### src/coder_pkg.sv
// Overview of operation
// - Select 01 turns on Manchester coding both ways, only in packet mode.
// - NRZ one goes out as chips 10, zero as 01; receive maps back alike.
// - With Manchester on, user bit rate is half the chip rate.
// - Only payload and CRC are coded; preamble and sync stay plain NRZ.
// - Chip rate is constant over the packet and set by the divider.
// - Byte side always carries plain NRZ bytes; coding stays inside the path.
// - Select 10 whitens transmit data and de-whitens received data, only in packet mode.
// - Whitening XORs payload and 2-byte CRC with a 9-bit LFSR sequence.
// - Receive XORs with the same LFSR sequence to recover plain bytes.
// - Whitening keeps one chip per bit, so bit rate equals chip rate.
// - Data path mode: 00 packet, 01 reserved, 10 and 11 continuous.
// - Divider is 16 bits; upper byte resets to 0x1A.
// - Lower byte resets to 0x0B; rate is crystal over the divider.
// - Transmit appends a two-byte CRC computed over the payload.
package coder_pkg;
    localparam int          DIV_W            = 16;
    localparam logic [6:0]  ADDR_DATA_MODUL  = 7'h02;
    localparam logic [6:0]  ADDR_DIV_HIGH    = 7'h03;
    localparam logic [6:0]  ADDR_DIV_LOW     = 7'h04;
    localparam logic [7:0]  RST_DATA_MODUL   = 8'h00;
    localparam logic [7:0]  RST_DIV_HIGH     = 8'h1A;
    localparam logic [7:0]  RST_DIV_LOW      = 8'h0B;
    localparam int          MODE_LSB         = 5;
    localparam int          MODTYPE_LSB      = 3;
    localparam int          SHAPING_LSB      = 0;
    localparam logic [1:0]  DM_PACKET        = 2'h0;
    localparam logic [1:0]  DM_RESERVED      = 2'h1;
    localparam logic [1:0]  DM_CONT_SYNC     = 2'h2;
    localparam logic [1:0]  DM_CONT_RAW      = 2'h3;
    localparam logic [1:0]  LC_NONE          = 2'h0;
    localparam logic [1:0]  LC_MANCHESTER    = 2'h1;
    localparam logic [1:0]  LC_WHITEN        = 2'h2;
    localparam int          LFSR_W           = 9;
    localparam logic [8:0]  LFSR_SEED        = 9'h1FF;
    localparam int          LFSR_TAP         = 5;
    localparam logic [15:0] CRC_POLY         = 16'h1021;
    localparam logic [15:0] CRC_SEED         = 16'h1D0F;
    localparam logic [3:0]  BITS_PER_BYTE    = 4'h8;
    localparam logic [1:0]  CRC_BYTES        = 2'h2;
    localparam logic [2:0]  LAST_BIT_IDX     = 3'h7;
    localparam logic [7:0]  READ_NONE        = 8'h00;
    typedef enum logic [1:0] {TX_HDR, TX_BODY, TX_CRC} tx_kind_e;
endpackage

### src/coder_if.sv
`timescale 1ns/1ps
interface rate_if;
    logic                     ce;
    logic [coder_pkg::DIV_W-1:0] divider;
    logic                     tick;
    modport ctrl (output ce, output divider, input tick);
    modport gen  (input ce, input divider, output tick);
endinterface // rate_if

interface lfsr_if;
    logic ce;
    logic restart;
    logic step;
    logic bit_out;
    modport ctrl (output ce, output restart, output step, input bit_out);
    modport gen  (input ce, input restart, input step, output bit_out);
endinterface // lfsr_if

### src/rate_tick_gen.sv
`timescale 1ns/1ps
module rate_tick_gen
    import coder_pkg::*;
(
    input wire logic clk,
    input wire logic rst,
    rate_if.gen      rif
);
    logic [DIV_W-1:0] cnt_r;
    logic             tick_r;
    wire  logic       wrap = (cnt_r == '0);

    // Divider of 0 or 1 gives a tick every clock rather than stalling
    always_ff @(posedge clk or posedge rst) begin
        if (rst) begin
            cnt_r  <= '0;
            tick_r <= 1'b0;
        end else if (rif.ce) begin
            tick_r <= wrap;
            cnt_r  <= wrap ? ((rif.divider == '0) ? '0 : rif.divider - 1'b1)
                           : cnt_r - 1'b1;
        end
    end

    assign rif.tick = tick_r & rif.ce;
endmodule // rate_tick_gen

### src/whiten_lfsr.sv
`timescale 1ns/1ps
module whiten_lfsr
    import coder_pkg::*;
(
    input wire logic clk,
    input wire logic rst,
    lfsr_if.gen      lif
);
    logic [LFSR_W-1:0] st_r;

    always_ff @(posedge clk or posedge rst) begin
        if (rst) begin
            st_r <= LFSR_SEED;
        end else if (lif.ce && lif.restart) begin
            st_r <= LFSR_SEED;
        end else if (lif.ce && lif.step) begin
            st_r <= {st_r[0] ^ st_r[LFSR_TAP], st_r[LFSR_W-1:1]};
        end
    end

    assign lif.bit_out = st_r[0];
endmodule // whiten_lfsr

### src/dc_free_line_coder.sv
`timescale 1ns/1ps
module dc_free_line_coder
    import coder_pkg::*;
(
    input  wire logic       clk,
    input  wire logic       rst,
    input  wire logic       ce,
    input  wire logic [6:0] reg_addr,
    input  wire logic [7:0] reg_wdata,
    input  wire logic       reg_wr,
    input  wire logic       reg_rd,
    output logic      [7:0] reg_rdata,
    output logic            reg_rvalid,
    input  wire logic [1:0] line_coding_select,
    input  wire logic [7:0] tx_byte,
    input  wire logic       tx_valid,
    input  wire logic       tx_header,
    input  wire logic       tx_last,
    output logic            tx_ready,
    output logic            tx_chip,
    output logic            tx_chip_stb,
    output logic            tx_active,
    input  wire logic       rx_chip,
    input  wire logic       rx_chip_stb,
    input  wire logic       rx_sync_found,
    input  wire logic       rx_stop,
    output logic      [7:0] rx_byte,
    output logic            rx_byte_stb,
    output logic            rx_code_err,
    output logic            rx_active
);
    logic [1:0]  mode_r;
    logic [1:0]  modtype_r;
    logic [1:0]  shaping_r;
    logic [7:0]  div_hi_r;
    logic [7:0]  div_lo_r;
    logic [7:0]  rdata_r;
    logic        rvalid_r;

    // Register port decode
    wire logic       wr_modul  = reg_wr & (reg_addr == ADDR_DATA_MODUL);
    wire logic       wr_div_hi = reg_wr & (reg_addr == ADDR_DIV_HIGH);
    wire logic       wr_div_lo = reg_wr & (reg_addr == ADDR_DIV_LOW);
    wire logic [7:0] modul_rd  = {1'b0, mode_r, modtype_r, 1'b0, shaping_r};
    wire logic [7:0] rd_mux    = (reg_addr == ADDR_DATA_MODUL) ? modul_rd :
                                 (reg_addr == ADDR_DIV_HIGH)   ? div_hi_r :
                                 (reg_addr == ADDR_DIV_LOW)    ? div_lo_r :
                                                                 READ_NONE;

    // Coding is a packet handler feature, so continuous modes bypass it
    wire logic pkt_mode = (mode_r == DM_PACKET);
    wire logic man_on   = pkt_mode & (line_coding_select == LC_MANCHESTER);
    // Select 11 enables neither scheme; only one may run at a time
    wire logic wht_on   = pkt_mode & (line_coding_select == LC_WHITEN);

    always_ff @(posedge clk or posedge rst) begin
        if (rst) begin
            mode_r    <= RST_DATA_MODUL[MODE_LSB+:2];
            modtype_r <= RST_DATA_MODUL[MODTYPE_LSB+:2];
            shaping_r <= RST_DATA_MODUL[SHAPING_LSB+:2];
            div_hi_r  <= RST_DIV_HIGH;
            div_lo_r  <= RST_DIV_LOW;
            rdata_r   <= READ_NONE;
            rvalid_r  <= 1'b0;
        end else if (ce) begin
            if (wr_modul) begin
                mode_r    <= reg_wdata[MODE_LSB+:2];
                modtype_r <= reg_wdata[MODTYPE_LSB+:2];
                shaping_r <= reg_wdata[SHAPING_LSB+:2];
            end
            if (wr_div_hi) div_hi_r <= reg_wdata;
            if (wr_div_lo) div_lo_r <= reg_wdata;
            rdata_r  <= reg_rd ? rd_mux : rdata_r;
            rvalid_r <= reg_rd;
        end
    end

    rate_if rif ();
    lfsr_if tx_lf ();
    lfsr_if rx_lf ();

    // One chip per tick from preamble to CRC; rate is clk over the divider
    assign rif.ce      = ce;
    assign rif.divider = {div_hi_r, div_lo_r};

    rate_tick_gen u_rate (
        .clk (clk),
        .rst (rst),
        .rif (rif.gen)
    );

    whiten_lfsr u_tx_lfsr (
        .clk (clk),
        .rst (rst),
        .lif (tx_lf.gen)
    );

    whiten_lfsr u_rx_lfsr (
        .clk (clk),
        .rst (rst),
        .lif (rx_lf.gen)
    );

    // Transmit path
    tx_kind_e    tx_kind_r;
    tx_kind_e    tx_kind_nxt;
    logic [7:0]  tx_sh_r;
    logic [7:0]  tx_sh_nxt;
    logic [3:0]  tx_bits_r;
    logic [3:0]  tx_bits_nxt;
    logic        tx_half_r;
    logic        tx_half_nxt;
    logic [1:0]  crc_left_r;
    logic [1:0]  crc_left_nxt;
    logic [15:0] crc_r;
    logic        tx_ready_r;
    logic        tx_chip_r;
    logic        tx_stb_r;
    logic        tx_act_r;

    wire logic        tick      = rif.tick;
    wire logic        tx_coded  = (tx_kind_r != TX_HDR);
    wire logic        tx_busy   = (tx_bits_r != 4'h0);
    wire logic        tx_two    = tx_coded & man_on;
    wire logic        tx_dbit   = tx_sh_r[7]
                                  ^ (tx_coded & wht_on & tx_lf.bit_out);
    // First chip is the bit, second its inverse: 1 -> 10, 0 -> 01
    wire logic        tx_chipv  = tx_half_r ? ~tx_dbit : tx_dbit;
    wire logic        tx_bitend = tick & tx_busy & (~tx_two | tx_half_r);
    wire logic        load_user = tx_valid & tx_ready_r;
    wire logic        load_crc  = ~tx_busy & (crc_left_r != 2'h0);
    wire logic        first_pl  = load_user & ~tx_header
                                  & (tx_kind_r != TX_BODY);
    wire logic [15:0] crc_out   = ~crc_r;
    wire logic        crc_fb    = crc_r[15] ^ tx_sh_r[7];
    wire logic [15:0] crc_step  = {crc_r[14:0], 1'b0}
                                  ^ (crc_fb ? CRC_POLY : 16'h0000);

    assign tx_lf.ce      = ce;
    assign tx_lf.restart = first_pl;
    assign tx_lf.step    = tx_bitend & tx_coded;

    always_comb begin
        tx_kind_nxt  = tx_kind_r;
        tx_sh_nxt    = tx_sh_r;
        tx_bits_nxt  = tx_bits_r;
        tx_half_nxt  = tx_half_r;
        crc_left_nxt = crc_left_r;
        if (load_user) begin
            tx_sh_nxt    = tx_byte;
            tx_bits_nxt  = BITS_PER_BYTE;
            tx_half_nxt  = 1'b0;
            tx_kind_nxt  = tx_header ? TX_HDR : TX_BODY;
            crc_left_nxt = (~tx_header & tx_last) ? CRC_BYTES : 2'h0;
        end else if (load_crc) begin
            tx_sh_nxt    = (crc_left_r == CRC_BYTES) ? crc_out[15:8]
                                                     : crc_out[7:0];
            tx_bits_nxt  = BITS_PER_BYTE;
            tx_half_nxt  = 1'b0;
            tx_kind_nxt  = TX_CRC;
            crc_left_nxt = crc_left_r - 2'h1;
        end else if (tick && tx_busy) begin
            if (tx_two && !tx_half_r) begin
                tx_half_nxt = 1'b1;
            end else begin
                tx_half_nxt = 1'b0;
                tx_sh_nxt   = {tx_sh_r[6:0], 1'b0};
                tx_bits_nxt = tx_bits_r - 4'h1;
            end
        end
    end

    always_ff @(posedge clk or posedge rst) begin
        if (rst) begin
            tx_kind_r  <= TX_HDR;
            tx_sh_r    <= 8'h00;
            tx_bits_r  <= 4'h0;
            tx_half_r  <= 1'b0;
            crc_left_r <= 2'h0;
            tx_ready_r <= 1'b0;
            tx_chip_r  <= 1'b0;
            tx_stb_r   <= 1'b0;
            tx_act_r   <= 1'b0;
        end else if (ce) begin
            tx_kind_r  <= tx_kind_nxt;
            tx_sh_r    <= tx_sh_nxt;
            tx_bits_r  <= tx_bits_nxt;
            tx_half_r  <= tx_half_nxt;
            crc_left_r <= crc_left_nxt;
            tx_ready_r <= (tx_bits_nxt == 4'h0) && (crc_left_nxt == 2'h0);
            tx_stb_r   <= tick & tx_busy;
            tx_chip_r  <= (tick & tx_busy) ? tx_chipv : tx_chip_r;
            tx_act_r   <= (tx_bits_nxt != 4'h0) || (crc_left_nxt != 2'h0);
        end
    end

    // CRC runs over the plain payload bits, before whitening
    always_ff @(posedge clk or posedge rst) begin
        if (rst) begin
            crc_r <= CRC_SEED;
        end else if (ce) begin
            if (first_pl) begin
                crc_r <= CRC_SEED;
            end else if (tx_bitend && tx_kind_r == TX_BODY) begin
                crc_r <= crc_step;
            end
        end
    end

    // Receive path; chips come strobed from the demodulator
    logic       rx_on_r;
    logic       rx_half_r;
    logic       rx_first_r;
    logic [7:0] rx_sh_r;
    logic [2:0] rx_cnt_r;
    logic [7:0] rx_byte_r;
    logic       rx_bstb_r;
    logic       rx_err_r;

    wire logic       rx_take  = rx_on_r & rx_chip_stb;
    wire logic       rx_hold  = rx_take & man_on & ~rx_half_r;
    wire logic       rx_bitok = rx_take & ~rx_hold;
    // A pair's first chip is the data bit: 10 -> 1, 01 -> 0
    wire logic       rx_raw   = man_on ? rx_first_r : rx_chip;
    wire logic       rx_bit   = rx_raw ^ (wht_on & rx_lf.bit_out);
    // 00 and 11 are not legal pairs; the first chip is still taken
    wire logic       rx_bad   = rx_bitok & man_on & (rx_chip == rx_first_r);
    wire logic [7:0] rx_shn   = {rx_sh_r[6:0], rx_bit};

    assign rx_lf.ce      = ce;
    assign rx_lf.restart = rx_sync_found;
    assign rx_lf.step    = rx_bitok;

    always_ff @(posedge clk or posedge rst) begin
        if (rst) begin
            rx_on_r    <= 1'b0;
            rx_half_r  <= 1'b0;
            rx_first_r <= 1'b0;
            rx_sh_r    <= 8'h00;
            rx_cnt_r   <= 3'h0;
            rx_byte_r  <= 8'h00;
            rx_bstb_r  <= 1'b0;
            rx_err_r   <= 1'b0;
        end else if (ce) begin
            rx_bstb_r <= 1'b0;
            rx_err_r  <= rx_bad;
            if (rx_sync_found) begin
                rx_on_r   <= 1'b1;
                rx_half_r <= 1'b0;
                rx_cnt_r  <= 3'h0;
            end else if (rx_stop) begin
                rx_on_r <= 1'b0;
            end else if (rx_hold) begin
                rx_first_r <= rx_chip;
                rx_half_r  <= 1'b1;
            end else if (rx_bitok) begin
                rx_half_r <= 1'b0;
                rx_sh_r   <= rx_shn;
                rx_cnt_r  <= rx_cnt_r + 3'h1;
                if (rx_cnt_r == LAST_BIT_IDX) begin
                    rx_byte_r <= rx_shn;
                    rx_bstb_r <= 1'b1;
                end
            end
        end
    end

    assign reg_rdata   = rdata_r;
    assign reg_rvalid  = rvalid_r;
    assign tx_ready    = tx_ready_r;
    assign tx_chip     = tx_chip_r;
    assign tx_chip_stb = tx_stb_r;
    assign tx_active   = tx_act_r;
    assign rx_byte     = rx_byte_r;
    assign rx_byte_stb = rx_bstb_r;
    assign rx_code_err = rx_err_r;
    assign rx_active   = rx_on_r;
endmodule // dc_free_line_coder

### config.mk
export PLATFORM = sky130hd
export DESIGN_NAME = dc_free_line_coder
export DESIGN_NICKNAME = d
export VERILOG_FILES = /design/src/coder_pkg.sv /design/src/coder_if.sv /design/src/rate_tick_gen.sv /design/src/whiten_lfsr.sv /design/src/dc_free_line_coder.sv
export SDC_FILE = /design/constraint.sdc
export NUM_CORES = 1
export LEC_CHECK = 0
export ABC_AREA = 1
export CORE_MARGIN = 3
export CORE_UTILIZATION = 60
export DETAILED_ROUTE_END_ITERATION = 8
export DONT_BUFFER_PORTS = 1
export GPL_ROUTABILITY_DRIVEN = 1
export PLACE_DENSITY = 0.73
export SYNTH_ARGS = -nofsm -noshare
export SYNTH_HDL_FRONTEND = slang
export SYNTH_HIERARCHICAL = 1
export SYNTH_SLANG_ARGS = --single-unit
### constraint.sdc
create_clock -name clk -period 3.55 [get_ports clk]
set_input_delay 0.71 -clock clk [delete_from_list [all_inputs] [get_ports clk]]
set_output_delay 0.71 -clock clk [all_outputs]
set_load 0.01 [all_outputs]
# After elaboration in Yosys (flattened, before gate mapping)
# Index checks and enable logic that the tools add are counted.
# totals
ff_bits	126
out_inout_bits	24
word_cells	178
# op_classes
add_sub_neg	5
n_eq_ne	13
mux	48
bitwise	40
n_reduce_logical	43
# op_table
operator	n
two-way mux 16 bit	4
two-way mux 8 bit	8
two-way mux 9 bit	4
logical NOT 16 bit	2
subtractor 16 x 1 -> 16 bit, second input constant	2
AND 1 bit	24
two-way mux 1 bit	18
AND reduction 2 bit	9
nonzero test 2 bit	9
two-way mux 4 bit	4
NOT 16 bit	1
XOR 16 x 13 -> 16 bit	1
equality test 7 x 2 -> 1 bit, second input constant	2
two-way mux 13 bit	1
two-way mux 3 bit	4
two-way mux 2 bit	5
logical AND 1 bit	8
NOT 1 bit	8
AND reduction 4 bit	2
nonzero test 4 bit	2
equality test 7 x 3 -> 1 bit, second input constant	1
AND reduction 3 bit	2
AND reduction 6 bit	1
nonzero test 3 bit	2
17 further kinds	25

# Logic depth before layout (Yosys ltp)
# Gate-level depths: netlist (run 1).
# depth
word_depth	10
mapped_depth	13
depth_no_buf	12

# Modules after synthesis
# The synthesis (run 1) kept the hierarchy.
# by_module_without_submodules
mod	instances	cells_per_inst	area_per_inst_um2	seq_area_each_um2
dc_free_line_coder	1	535	4541.9	2294.7
rate_tick_gen	1	279	1724.2	425.4
whiten_lfsr	2	47	392.9	236.5

# Least setup slack after synthesis (run 1)
# No wires, ideal clock.
# synth_path
path_kind	input-to-reg
from	input ce
to	register tx_sh_r[0]
setup_time_ns	0.130
arrival_ns	1.974
required_time_ns	3.420
path_slack_ns	1.446
cell_stages	10
path_buffers	3
path_cell_list	clkbuf_1 -> buf_4 -> nand2_1 -> inv_1 -> inv_1 -> a21oi_4 -> nand2_2 -> a21oi_4 -> buf_6 -> o21ai_0
# synth_via
elab_chain_cells	4
# synth_lines
element	line	source
start: declaration	dc_free_line_coder.sv:7	input wire logic ce,
AND 1 bit	rate_tick_gen.sv:25	assign rif.tick = tick_r & rif.ce;
named net rif.tick	coder_if.sv:5	logic tick;
logical AND 1 bit	dc_free_line_coder.sv:162	end else if (tick && tx_busy) begin
nonzero test 3 bit (no line)	--	
AND reduction 3 bit (no line)	--	
end signal: assignment	dc_free_line_coder.sv:186	tx_sh_r <= tx_sh_nxt;
end: declaration	dc_free_line_coder.sv:107	logic [7:0] tx_sh_r;
# The timed path passes the listed nets, and every way through them passes these cells.
# A chain may end at the register's enable or synchronous reset.

# Worst setup path in the final report (run 1)
# layout_path
from	register tx_ready_r (netlist: tx_ready)
to	register crc_r[11]
# layout_via
elab_chain_cells	5
word_cells_on_any_way	6
classes_between	mux (1); bitwise (3); reduce/logical (2)
# layout_lines
element	line	source
start: declaration	dc_free_line_coder.sv:116	logic tx_ready_r;
start signal: assignment	dc_free_line_coder.sv:190	tx_ready_r <= (tx_bits_nxt == 4'h0) && (crc_left_nxt == 2'h0);
AND 1 bit (*)	dc_free_line_coder.sv:130	wire logic load_user = tx_valid & tx_ready_r;
AND 1 bit (*)	dc_free_line_coder.sv:132	wire logic first_pl = load_user & ~tx_header
AND 1 bit (*)	dc_free_line_coder.sv:133	& (tx_kind_r != TX_BODY);
nonzero test 2 bit (no line)	--	
AND reduction 2 bit (no line)	--	
end signal: assignment	dc_free_line_coder.sv:205	crc_r <= crc_step;
end: declaration	dc_free_line_coder.sv:115	logic [15:0] crc_r;
# Every way passes the cells marked *; elsewhere a longest branch is shown, timed or not.

==> out/metrics.yaml, run 1 <==
status:
  status: "finished, final reports clean"
worst_setup_path:
  end_kind: "register"
  worst-path-max-fanout: 32
  worstPathRequired_ns: 3.89
  crit_type: "register to register"
  worstRegToRegCells: 6
  critPathLaunchType: "register"
  crit_arrival_ns: 2.71
layout:
  mostFrequentLayoutCells: "nand2_1, nor2_1, inv_1"
  diodes: 0
  nNetsFinal: 952
  final_util_pct: 69.0
  synthToLayoutAreaGrowth_pct: 9.26
  stdcell_count: 1060
  drive_above_1_share_pct: 15.2
  final_common_cell: "nand2_1"
  fillers: 901
  final_cell_area_um2: 7700
floorplan:
  die_w_um: 114
  die_area_um2: 13100
  rows: 38
  die_h_um: 114
  core_area_um2: 11200
  start_util_pct: 63.1
  io_pins: 61
route:
  wl_met1_um: 7180
  dr.max_layer_used: "met4"
  drt_iter0_drc: 463
  drtPass1Iterations: 5
  wl_met2_um: 7370
  ant_nets: 0
  drc: 0
  routedWlPerCell_um: 15.1
  wl_met3_um: 1170
  route.vias.total: 5869
  drt-total-wl_um: 16000
  viasPerCell: 5.54
clock_network:
  clockRootBuffer: "clkbuf_16"
  post_cts_buffers: 0
  path_clk_slew_ns: 0.06
  ctsResizeCount: 0
  cts_tree: "yes"
  clk_latency_ns: 0.42
  clock-sinks: 126
  cts_max_level: 4
  cts_made_buffers: 17
  ctsHoldBuffers: 0
  clk_path_buf_depth: 2
synthesis:
  syn-num-nets: 953
  synth-xor-area-share_pct: 1.99
  synth_mux_area_share_pct: 0.142
  ys_async_sr_fraction_pct: 100
  yosys.area_share.simple_pct: 30.8
  yosysWarningCount: 6
  syn_inst: 908
  ys_ff_latch: 126
  synth_ff_type: "dfrtp_1"
  syn-mean-instance-area_um2: 7.77
  synth_top_family_by_area: "simple AND/OR/NAND/NOR gates"
  netlist-cell-type-count: 42
  synth_area_um2: 7050
  synthAdderAreaFrac_pct: 1.42
  synth_edf_count: 0
  synth_compound_area_share_pct: 12.3
  yosysSeqAreaShare_pct: 45.3
global_route:
  grt_max_degree: 54
  grt_pass1_wl_um: 27100
  antenna_found_initial: 0
  grt_pass1_vias: 5813
  gr-total-overflow: 0
  grt_usage_pct: 26.3
timing:
  setup_slack_ns: 1.18
  fin_crit_sh_pct: 66.8
  finClkSkew_ns: 0.00459
  whs_ns: 0.283
  rsz0062_at_grt: "no"
  worst_pin_slew_ns: 1.03
  slew_headroom_pct: 31.1
  fin_crit_ns: 2.37
  finalMaxSlewViolations: 0
  fmax_ghz: 0.422
  hold_viol_final: 0
  fin_tns_setup_ns: 0
  setup_viol: 0
placement:
  dpl-instance-area_um2: 7100
  dp.cells: 1028
  preCtsSetupSlack_ns: 0.998
  place_congestion: 0.863
  dp_hpwl_um: 11100
  port_buffers: 0
power_and_ir_drop:
  ir_worst_vdd_mv: 0.573
  power_mw: 5.43
  powerDensity_nw_per_um2: 704
  p_leak_nw: 3.78
worst_hold_path:
  min_path_type: "input port to async pin"
run:
  drv_cap: 0
-- logic make-up after synthesis --
| logic type | Yosys count |
|---|---|
| simple gates | 480 |
| xor+xnor | 16 |
| mux | 1 |
| flops | 126 |
| compound gates | 142 |
| fa+ha+maj | 8 |
| buf+inv | 135 |
-- synthesized netlist by cell type (5+ instances only) --
master / instances / area share, %
nand2_1: 233 / 12
nor2_1: 127 / 6.8
inv_1: 103 / 5.5
dfrtp_1: 94 / 33
o21ai_0: 60 / 4.3
nand3_1: 55 / 3.9
dfstp_2: 32 / 12
a21oi_1: 24 / 1.7
o21ai_2: 18 / 2.2
o21ai_1: 14 / 0.99
nand2_2: 11 / 0.98
nand4_1: 11 / 0.98
nor2_2: 11 / 0.98
xor2_1: 11 / 1.4
inv_2: 9 / 0.48
ha_1: 8 / 1.4
buf_2: 7 / 0.50
o211ai_1: 7 / 0.75
o21a_1: 7 / 0.75
clkbuf_1: 6 / 0.32
nand3_2: 6 / 0.85
nor2_4: 6 / 0.96
a21boi_0: 5 / 0.53
buf_6: 5 / 0.80
xnor2_1: 5 / 0.62
-- report_power, final --
part           total (mW)  internal, mW  switching, mW  leakage (nW)
clock network        1.77          1.14          0.632         0.290
registers            2.13          1.84          0.286          1.53
logic                1.53         0.537          0.991          1.96
total                5.43          3.52           1.91          3.78
-- routing by layer --
| metal | track usage (%) | up-vias |
|---|---|---|
| met1 | 34.9 | 2783 |
| met4 | 10.5 | 0 |
| met3 | 8.46 | 30 |
| li1 | - | 2890 |
| met5 | 0 | - |
| met2 | 40.2 | 166 |
-- worst max-delay path: stages (launching register included) --
cell and delay, ns:
dfrtp_1 0.43, nand2_1 0.09, nor2_1 0.18, o21ai_1 0.32
o21ai_2 0.91, o21ai_0 0.22, o21ai_0 0.13
-- area by class of cell --
class | count | area, µm² | area share (%)
clock buffer | 22 | 464 | 6.02
inverter | 112 | 422 | 5.47
tap | 140 | 175 | 2.27
multi-input combinational | 647 | 3290 | 42.7
timing repair buffer | 3 | 22.5 | 0.292
clock inverter | 10 | 138 | 1.79
sequential | 126 | 3190 | 41.4
-- state kept, by name, indices dropped and copies added (netlist names), 4 cells and up --
signal and flops:
crc_r 16, div_lo_r 8, u_rx_lfsr/st_r 9, div_hi_r 8
rx_sh_r 7, tx_bits_r 4, rx_byte 8, u_tx_lfsr/st_r 9
reg_rdata 8, tx_sh_r 8, u_rate/cnt_r 16
-- final timing paths --
check                           slack [ns]         endpoint  startpoint
worst min-delay path                  0.28  u_rate/cnt_r[2]         rst
min in group clk                      0.39  u_rate/cnt_r[2]          ce
worst min register to register        0.48       rx_sh_r[6]  rx_sh_r[6]
max in group asynchronous             2.38         crc_r[2]         rst
worst max-delay path                  1.18        crc_r[11]    tx_ready
worst max register to register        1.18        crc_r[11]    tx_ready
(Power assumes the default switching activity.)
==> run 2, diff against run 1 <==
Settings changed: CORE_UTILIZATION 60 to 58.
Clock period 3.55 ns to 2.1 ns, I/O delays scaled along.
==> run 2 against run 1 <==
Compared with the run above:
- the run now ends with hold timing left
- largest cell class unchanged
- critical endpoint is now tx_sh_r[0]
- die area up 3.3%
- critical path type unchanged
- worst setup slack worse by 0.92 ns
- clock-buffer cell count down 4
- first-iteration DRC count down 8.4%
- clock power up 67%
- sequential share of layout area down 0.54 points
==> out/metrics.yaml, run 2 (synthesis gave the netlist of run 1 again) <==
clock_network:
  clk_path_buf_depth: 2  # unchanged
  cts_max_level: 4  # unchanged
  post_cts_buffers: 0  # unchanged
  clockRootBuffer: "clkbuf_16"  # unchanged
  cts_made_buffers: 17  # unchanged
  clk_latency_ns: 0.42  # about the same
  clock-sinks: 126  # unchanged
  path_clk_slew_ns: 0.06  # about the same
  cts_tree: "yes"  # unchanged
floorplan:
  core_area_um2: 11700  # was 11,200 µm²
  die_w_um: 116  # was 114 µm
  rows: 39  # was 38
  die_area_um2: 13500  # was 13,100 µm²
  die_h_um: 116  # was 114 µm
  io_pins: 61  # unchanged
  start_util_pct: 60.5  # was 63.1%
timing:
  setup_viol: 0  # unchanged
  fin_tns_setup_ns: 0  # unchanged
  finalMaxSlewViolations: 0  # unchanged
  fin_crit_ns: 1.84  # was 2.37 ns
  whs_ns: -0.00637  # was 0.283 ns
  rsz0062_at_grt: "no"  # unchanged
  fin_crit_sh_pct: 87.6  # was 66.8%
  hold_viol_final: 7  # was 0
  slew_headroom_pct: 51.9  # was 31.1%
  worst_pin_slew_ns: 0.720  # was 1.03 ns
  finClkSkew_ns: 0.00790  # was 0.00459 ns
  fmax_ghz: 0.544  # was 0.422 GHz
worst_setup_path:
  worstPathRequired_ns: 2.44  # was 3.89 ns
  worst-path-max-fanout: 17  # was 32
  crit_type: "register to register"  # unchanged
  crit_arrival_ns: 2.18  # was 2.71 ns
  critPathLaunchType: "register"  # unchanged
  end_kind: "register"  # unchanged
worst_hold_path:
  min_path_type: "input port to async pin"  # unchanged
placement:
  dpl-instance-area_um2: 7190  # was 7100 µm²
  port_buffers: 0  # unchanged
  place_congestion: 0.850  # was 0.863
  dp_hpwl_um: 11700  # was 11,100 µm
  dp.cells: 1037  # was 1,028
global_route:
  antenna_found_initial: 0  # unchanged
  grt_pass1_vias: 5880  # was 5,813
  grt_pass1_wl_um: 27800  # was 27,100 µm
  grt_max_degree: 48  # was 54
  gr-total-overflow: 0  # unchanged
  grt_usage_pct: 26.1  # was 26.3%
route:
  drt-total-wl_um: 16300  # was 16,000 µm
  drt_iter0_drc: 424  # was 463
  routedWlPerCell_um: 15.2  # was 15.1 µm
  ant_nets: 0  # unchanged
  viasPerCell: 5.48  # was 5.54
  route.vias.total: 5866  # was 5,869
  drc: 0  # unchanged
  drtPass1Iterations: 6  # was 5
power_and_ir_drop:
  p_leak_nw: 3.82  # was 3.78 nW
  clkPwrFrac_pct: 32.2  # was 32.6%
  power_mw: 9.15  # was 5.43 mW
  powerDensity_nw_per_um2: 1170  # was 704 nW/µm²
  switchingPower_mw: 3.31  # was 1.91 mW
  combinationalPowerShare_pct: 28.4  # was 28.2%
  p_int_mw: 5.84  # was 3.52 mW
  p_sw_share_pct: 36.1  # was 35.2%
  ir_worst_vdd_mv: 0.787  # was 0.573 mV
  pwr-share-seq_pct: 39.4  # was 39.2%
layout:
  synthToLayoutAreaGrowth_pct: 10.7  # was 9.26%
  reg_top3: "crc_r x16, u_rate/cnt_r x16"  # unchanged
  final_cell_area_um2: 7810  # was 7700 µm²
  mostFrequentLayoutCells: "nand2_1, nor2_1, inv_1"  # unchanged
  drive_above_1_share_pct: 16.3  # was 15.2%
  final_common_cell: "nand2_1"  # unchanged
  nNetsFinal: 959  # was 952
  diodes: 0  # unchanged
  stdcell_count: 1070  # was 1,060
run:
  drv_cap: 0  # unchanged
status:
  failed_checks: "hold timing"
  status: "finished with violations"  # was finished, final reports clean
==> run 2: layout make-up <==
type	instances	area, µm²
tap	143	179
fill	942	3860
clock inverter	14	160
inverter	112	424
sequential	126	3190
timing repair buffer	10	115
multi-input combinational	647	3300
clock buffer	18	439
==> run 2: routing by layer <==
layer	up-vias	global-route usage (%)	routed length (µm)
li1	2905	-	-
met3	15	7.82	1200
met1	2770	34.8	7140
met2	176	41.3	7760
met5	-	0	0
met4	0	7.66	165
==> run 2: path summary, 6_finish.rpt <==
kind,endpoint,start,slack (ns),cells after the start
setup / recovery,tx_sh_r[0],tx_bits_r[0],0.26,7
min in group clk,u_rate/cnt_r[2],ce,0.08,1
setup reg to reg,tx_sh_r[0],tx_bits_r[0],0.26,7
hold reg to reg,rx_sh_r[2],rx_sh_r[2],0.48,2
max in group asynchronous,crc_r[11],rst,0.81,3
hold / removal,u_rate/tick_r,rst,-0.006,1
==> run 2: repair_timing <==
action	CTS	global route
resized for setup	0	2
hold buffers	1	0
setup endpoints to repair	0	12
hold endpoints to repair	13	0
==> run 2: metrics by stage <==
step / util, % / setup WS [ns] / hold WS (ns)
detailed placement: 61.7 / 0.188 / 0.439
CTS: 66.9 / 0.172 / 0.0105
global route: 66.9 / 0.0835 / 0.0477
global placement: 61.7 / 0.262 / 0.431
finish: 66.9 / 0.261 / -0.00637
floorplan: - / 0.286 / 0.346
==> run 2: power groups by stage <==
stage | registers [mW] | logic [mW] | clock network (mW)
3_3_place_gp | 3.60 | 2.45 | 0
2_1_floorplan | 3.49 | 2.13 | 0
3_5_place_dp | 3.62 | 2.55 | 0
4_1_cts | 3.60 | 2.58 | 3.00
5_1_grt | 3.68 | 3.00 | 3.12
6_report | 3.60 | 2.60 | 2.95
==> run 2: worst max-delay path, stage by stage, from the launching register on <==
cell	delay (ns)
dfrtp_1	0.38
inv_1	0.08
ha_2	0.25
a21oi_4	0.25
nand2_2	0.13
a21oi_4	0.41
o211ai_1	0.15
o21ai_0	0.10
==> run 3, diff against run 2 <==
Settings changed: CELL_PAD_IN_SITES_DETAIL_PLACEMENT set to 0, CELL_PAD_IN_SITES_GLOBAL_PLACEMENT set to 1, CORE_UTILIZATION 58 to 43, RECOVER_POWER set to 100.
==> run 3 against run 2 <==
Compared with the run above:
- the run now ends clean
- clock skew grew 0.0058 ns
- die area grew 33%
- critical path depth grew 2
- register-to-register slack lost 0.06 ns
==> out/metrics.yaml, run 3 (synthesis gave the netlist of run 1 again) <==
worst_setup_path:
  critPathLaunchType: "register"  # unchanged
  crit_arrival_ns: 2.24  # was 2.18 ns
  crit_top_cell: "nor2_1"  # was a21oi_4
  crit_type: "register to register"  # unchanged
  crit_slowest_cell: "dfstp_2"  # was a21oi_4
  end_kind: "register"  # unchanged
  crit_chain: "inv_1, ha_1, nand2_1, nor2_1, nand2_1, nor2_1, nor2_1, nand3_1, o21ai_2"  # was inv_1, ha_2, a21oi_4, nand2_2, a21oi_4, o211ai_1, o21ai_0
  cpPeakStageDelay_ns: 0.58  # was 0.41 ns
  worstPathRequired_ns: 2.44  # about the same
  worst-path-max-fanout: 6  # was 17
layout:
  nNetsFinal: 963  # was 959
  synthToLayoutAreaGrowth_pct: 10.5  # was 10.7%
  fillers: 1600  # was 942
  final_common_cell: "nand2_1"  # unchanged
  diodes: 0  # unchanged
  multi_input_area_um2: 3160  # was 3300 µm²
  drive_above_1_share_pct: 13.5  # was 16.3%
  register_area_um2: 3190  # unchanged
  final_util_pct: 48.9  # was 66.9%
  mostFrequentLayoutCells: "nand2_1, nor2_1, inv_1"  # unchanged
  reg_top3: "crc_r x16, u_rate/cnt_r x16"  # unchanged
timing:
  finalMaxSlewViolations: 0  # unchanged
  fmax_ghz: 0.526  # was 0.544 GHz
  fin_crit_ns: 1.90  # was 1.84 ns
  fin_crit_sh_pct: 90.5  # was 87.6%
  setup_viol: 0  # unchanged
  finClkSkew_ns: 0.0137  # was 0.00790 ns
  worst_pin_slew_ns: 1.32  # was 0.720 ns
  hold_viol_final: 0  # was 7
  fin_tns_setup_ns: 0  # unchanged
  rsz0062_at_grt: "no"  # unchanged
  slew_headroom_pct: 11.9  # was 51.9%
floorplan:
  start_util_pct: 44.2  # was 60.5%
  core_area_um2: 15900  # was 11,700 µm²
  io_pins: 61  # unchanged
  rows: 46  # was 39
  die_w_um: 134  # was 116 µm
  die_h_um: 134  # was 116 µm
  die_area_um2: 18000  # was 13,500 µm²
worst_hold_path:
  min_path_type: "input port to async pin"  # unchanged
global_route:
  grt_pass1_vias: 5616  # was 5,880
  grt_pass1_wl_um: 27700  # was 27,800 µm
  gr-total-overflow: 0  # unchanged
  grt_usage_pct: 19.0  # was 26.1%
  grtUsageMet1_pct: 26.1  # was 34.8%
  met2_usage_pct: 29.9  # was 41.3%
  use_met3_pct: 5.25  # was 7.82%
  antenna_found_initial: 0  # unchanged
  top_usage_layer: "met2"  # unchanged
  grt_max_degree: 55  # was 48
power_and_ir_drop:
  ir_worst_vdd_mv: 0.665  # was 0.787 mV
  powerDensity_nw_per_um2: 1180  # was 1170 nW/µm²
  p_leak_nw: 3.80  # was 3.82 nW
clock_network:
  post_cts_buffers: 0  # unchanged
  ctsResizeCount: 0  # unchanged
  clock-sinks: 126  # unchanged
  cts_max_level: 4  # unchanged
  clk_path_buf_depth: 2  # unchanged
  clockRootBuffer: "clkbuf_16"  # unchanged
  cts_tree: "yes"  # unchanged
  cts_made_buffers: 17  # unchanged
  ctsHoldBuffers: 0  # was 1
  clk_latency_ns: 0.42  # about the same
  path_clk_slew_ns: 0.06  # about the same
placement:
  dp_hpwl_um: 12000  # was 11,700 µm
  port_buffers: 0  # unchanged
  place_congestion: 0.856  # was 0.850
route:
  drtPass1Iterations: 6  # unchanged
  drc: 0  # unchanged
  route.vias.total: 5730  # was 5,866
  drt_iter0_drc: 310  # was 424
  routedWlPerCell_um: 14.4  # was 15.2 µm
  ant_nets: 0  # unchanged
  drt-total-wl_um: 16500  # was 16,300 µm
  viasPerCell: 5.00  # was 5.48
run:
  drv_cap: 0  # unchanged
status:
  status: "finished, final reports clean"  # was finished with violations
==> run 3: area by class of cell <==
class                   count  area share, %
clock buffers              24           6.44
clock inverters             8           1.64
inverters                 112           5.41
multi-input cells         647           40.6
flip-flops and latches    126           41.0
well taps                 216           3.47
repair buffers             14           1.52
==> run 3: critical path, delay by kind of cell (launching register included) <==
kind	cells	cell delay (ns)
simple gates	6	0.81
buf+inv	1	0.09
flops	1	0.58
compound gates	1	0.13
fa+ha+maj	1	0.23
==> run 3: path summary, 6_finish.rpt <==
path	from	end	slack, ns	depth (start not counted)
hold reg to reg	u_rate/tick_r	u_rate/tick_r	0.48	1
min in group clk	ce	u_rate/cnt_r[2]	0.10	1
setup / recovery	div_lo_r[0]	u_rate/cnt_r[13]	0.20	9
setup reg to reg	div_lo_r[0]	u_rate/cnt_r[13]	0.20	9
max in group asynchronous	rst	div_lo_r[5]	0.92	2
hold / removal	rst	u_rate/cnt_r[14]	0.003	1
==> run 3: routing by layer <==
layer,wire length [µm],part of all wire [%]
met5,0,0
met4,222,1.3
met3,824,5.0
met2,7560,46
met1,7900,48
==> run 3: per-stage QoR <==
stage | setup slack [ns] | hold WS, ns | cell area [µm²] | cells | power [mW]
final | 0.199 | 0.00294 | 7790 | 1147 | 9.22
after global routing | 0.0362 | 0.0504 | 7790 | 1147 | 9.89
after CTS | 0.182 | 0.0217 | 7920 | 1146 | 9.35
after detailed placement | 0.199 | 0.464 | 7290 | 1114 | 6.19
after global placement | 0.272 | 0.461 | 7290 | 1114 | 6.14
after floorplan | 0.286 | 0.346 | 7060 | 908 | 5.62
==> run 3: report_power, final <==
| part | internal (mW) | switching [mW] | leakage, nW | total (mW) |
|---|---|---|---|---|
| Combinational | 0.946 | 1.59 | 1.97 | 2.53 |
| Sequential | 3.12 | 0.479 | 1.53 | 3.60 |
| Clock | 2.03 | 1.06 | 0.303 | 3.09 |
| Total | 6.09 | 3.13 | 3.80 | 9.22 |
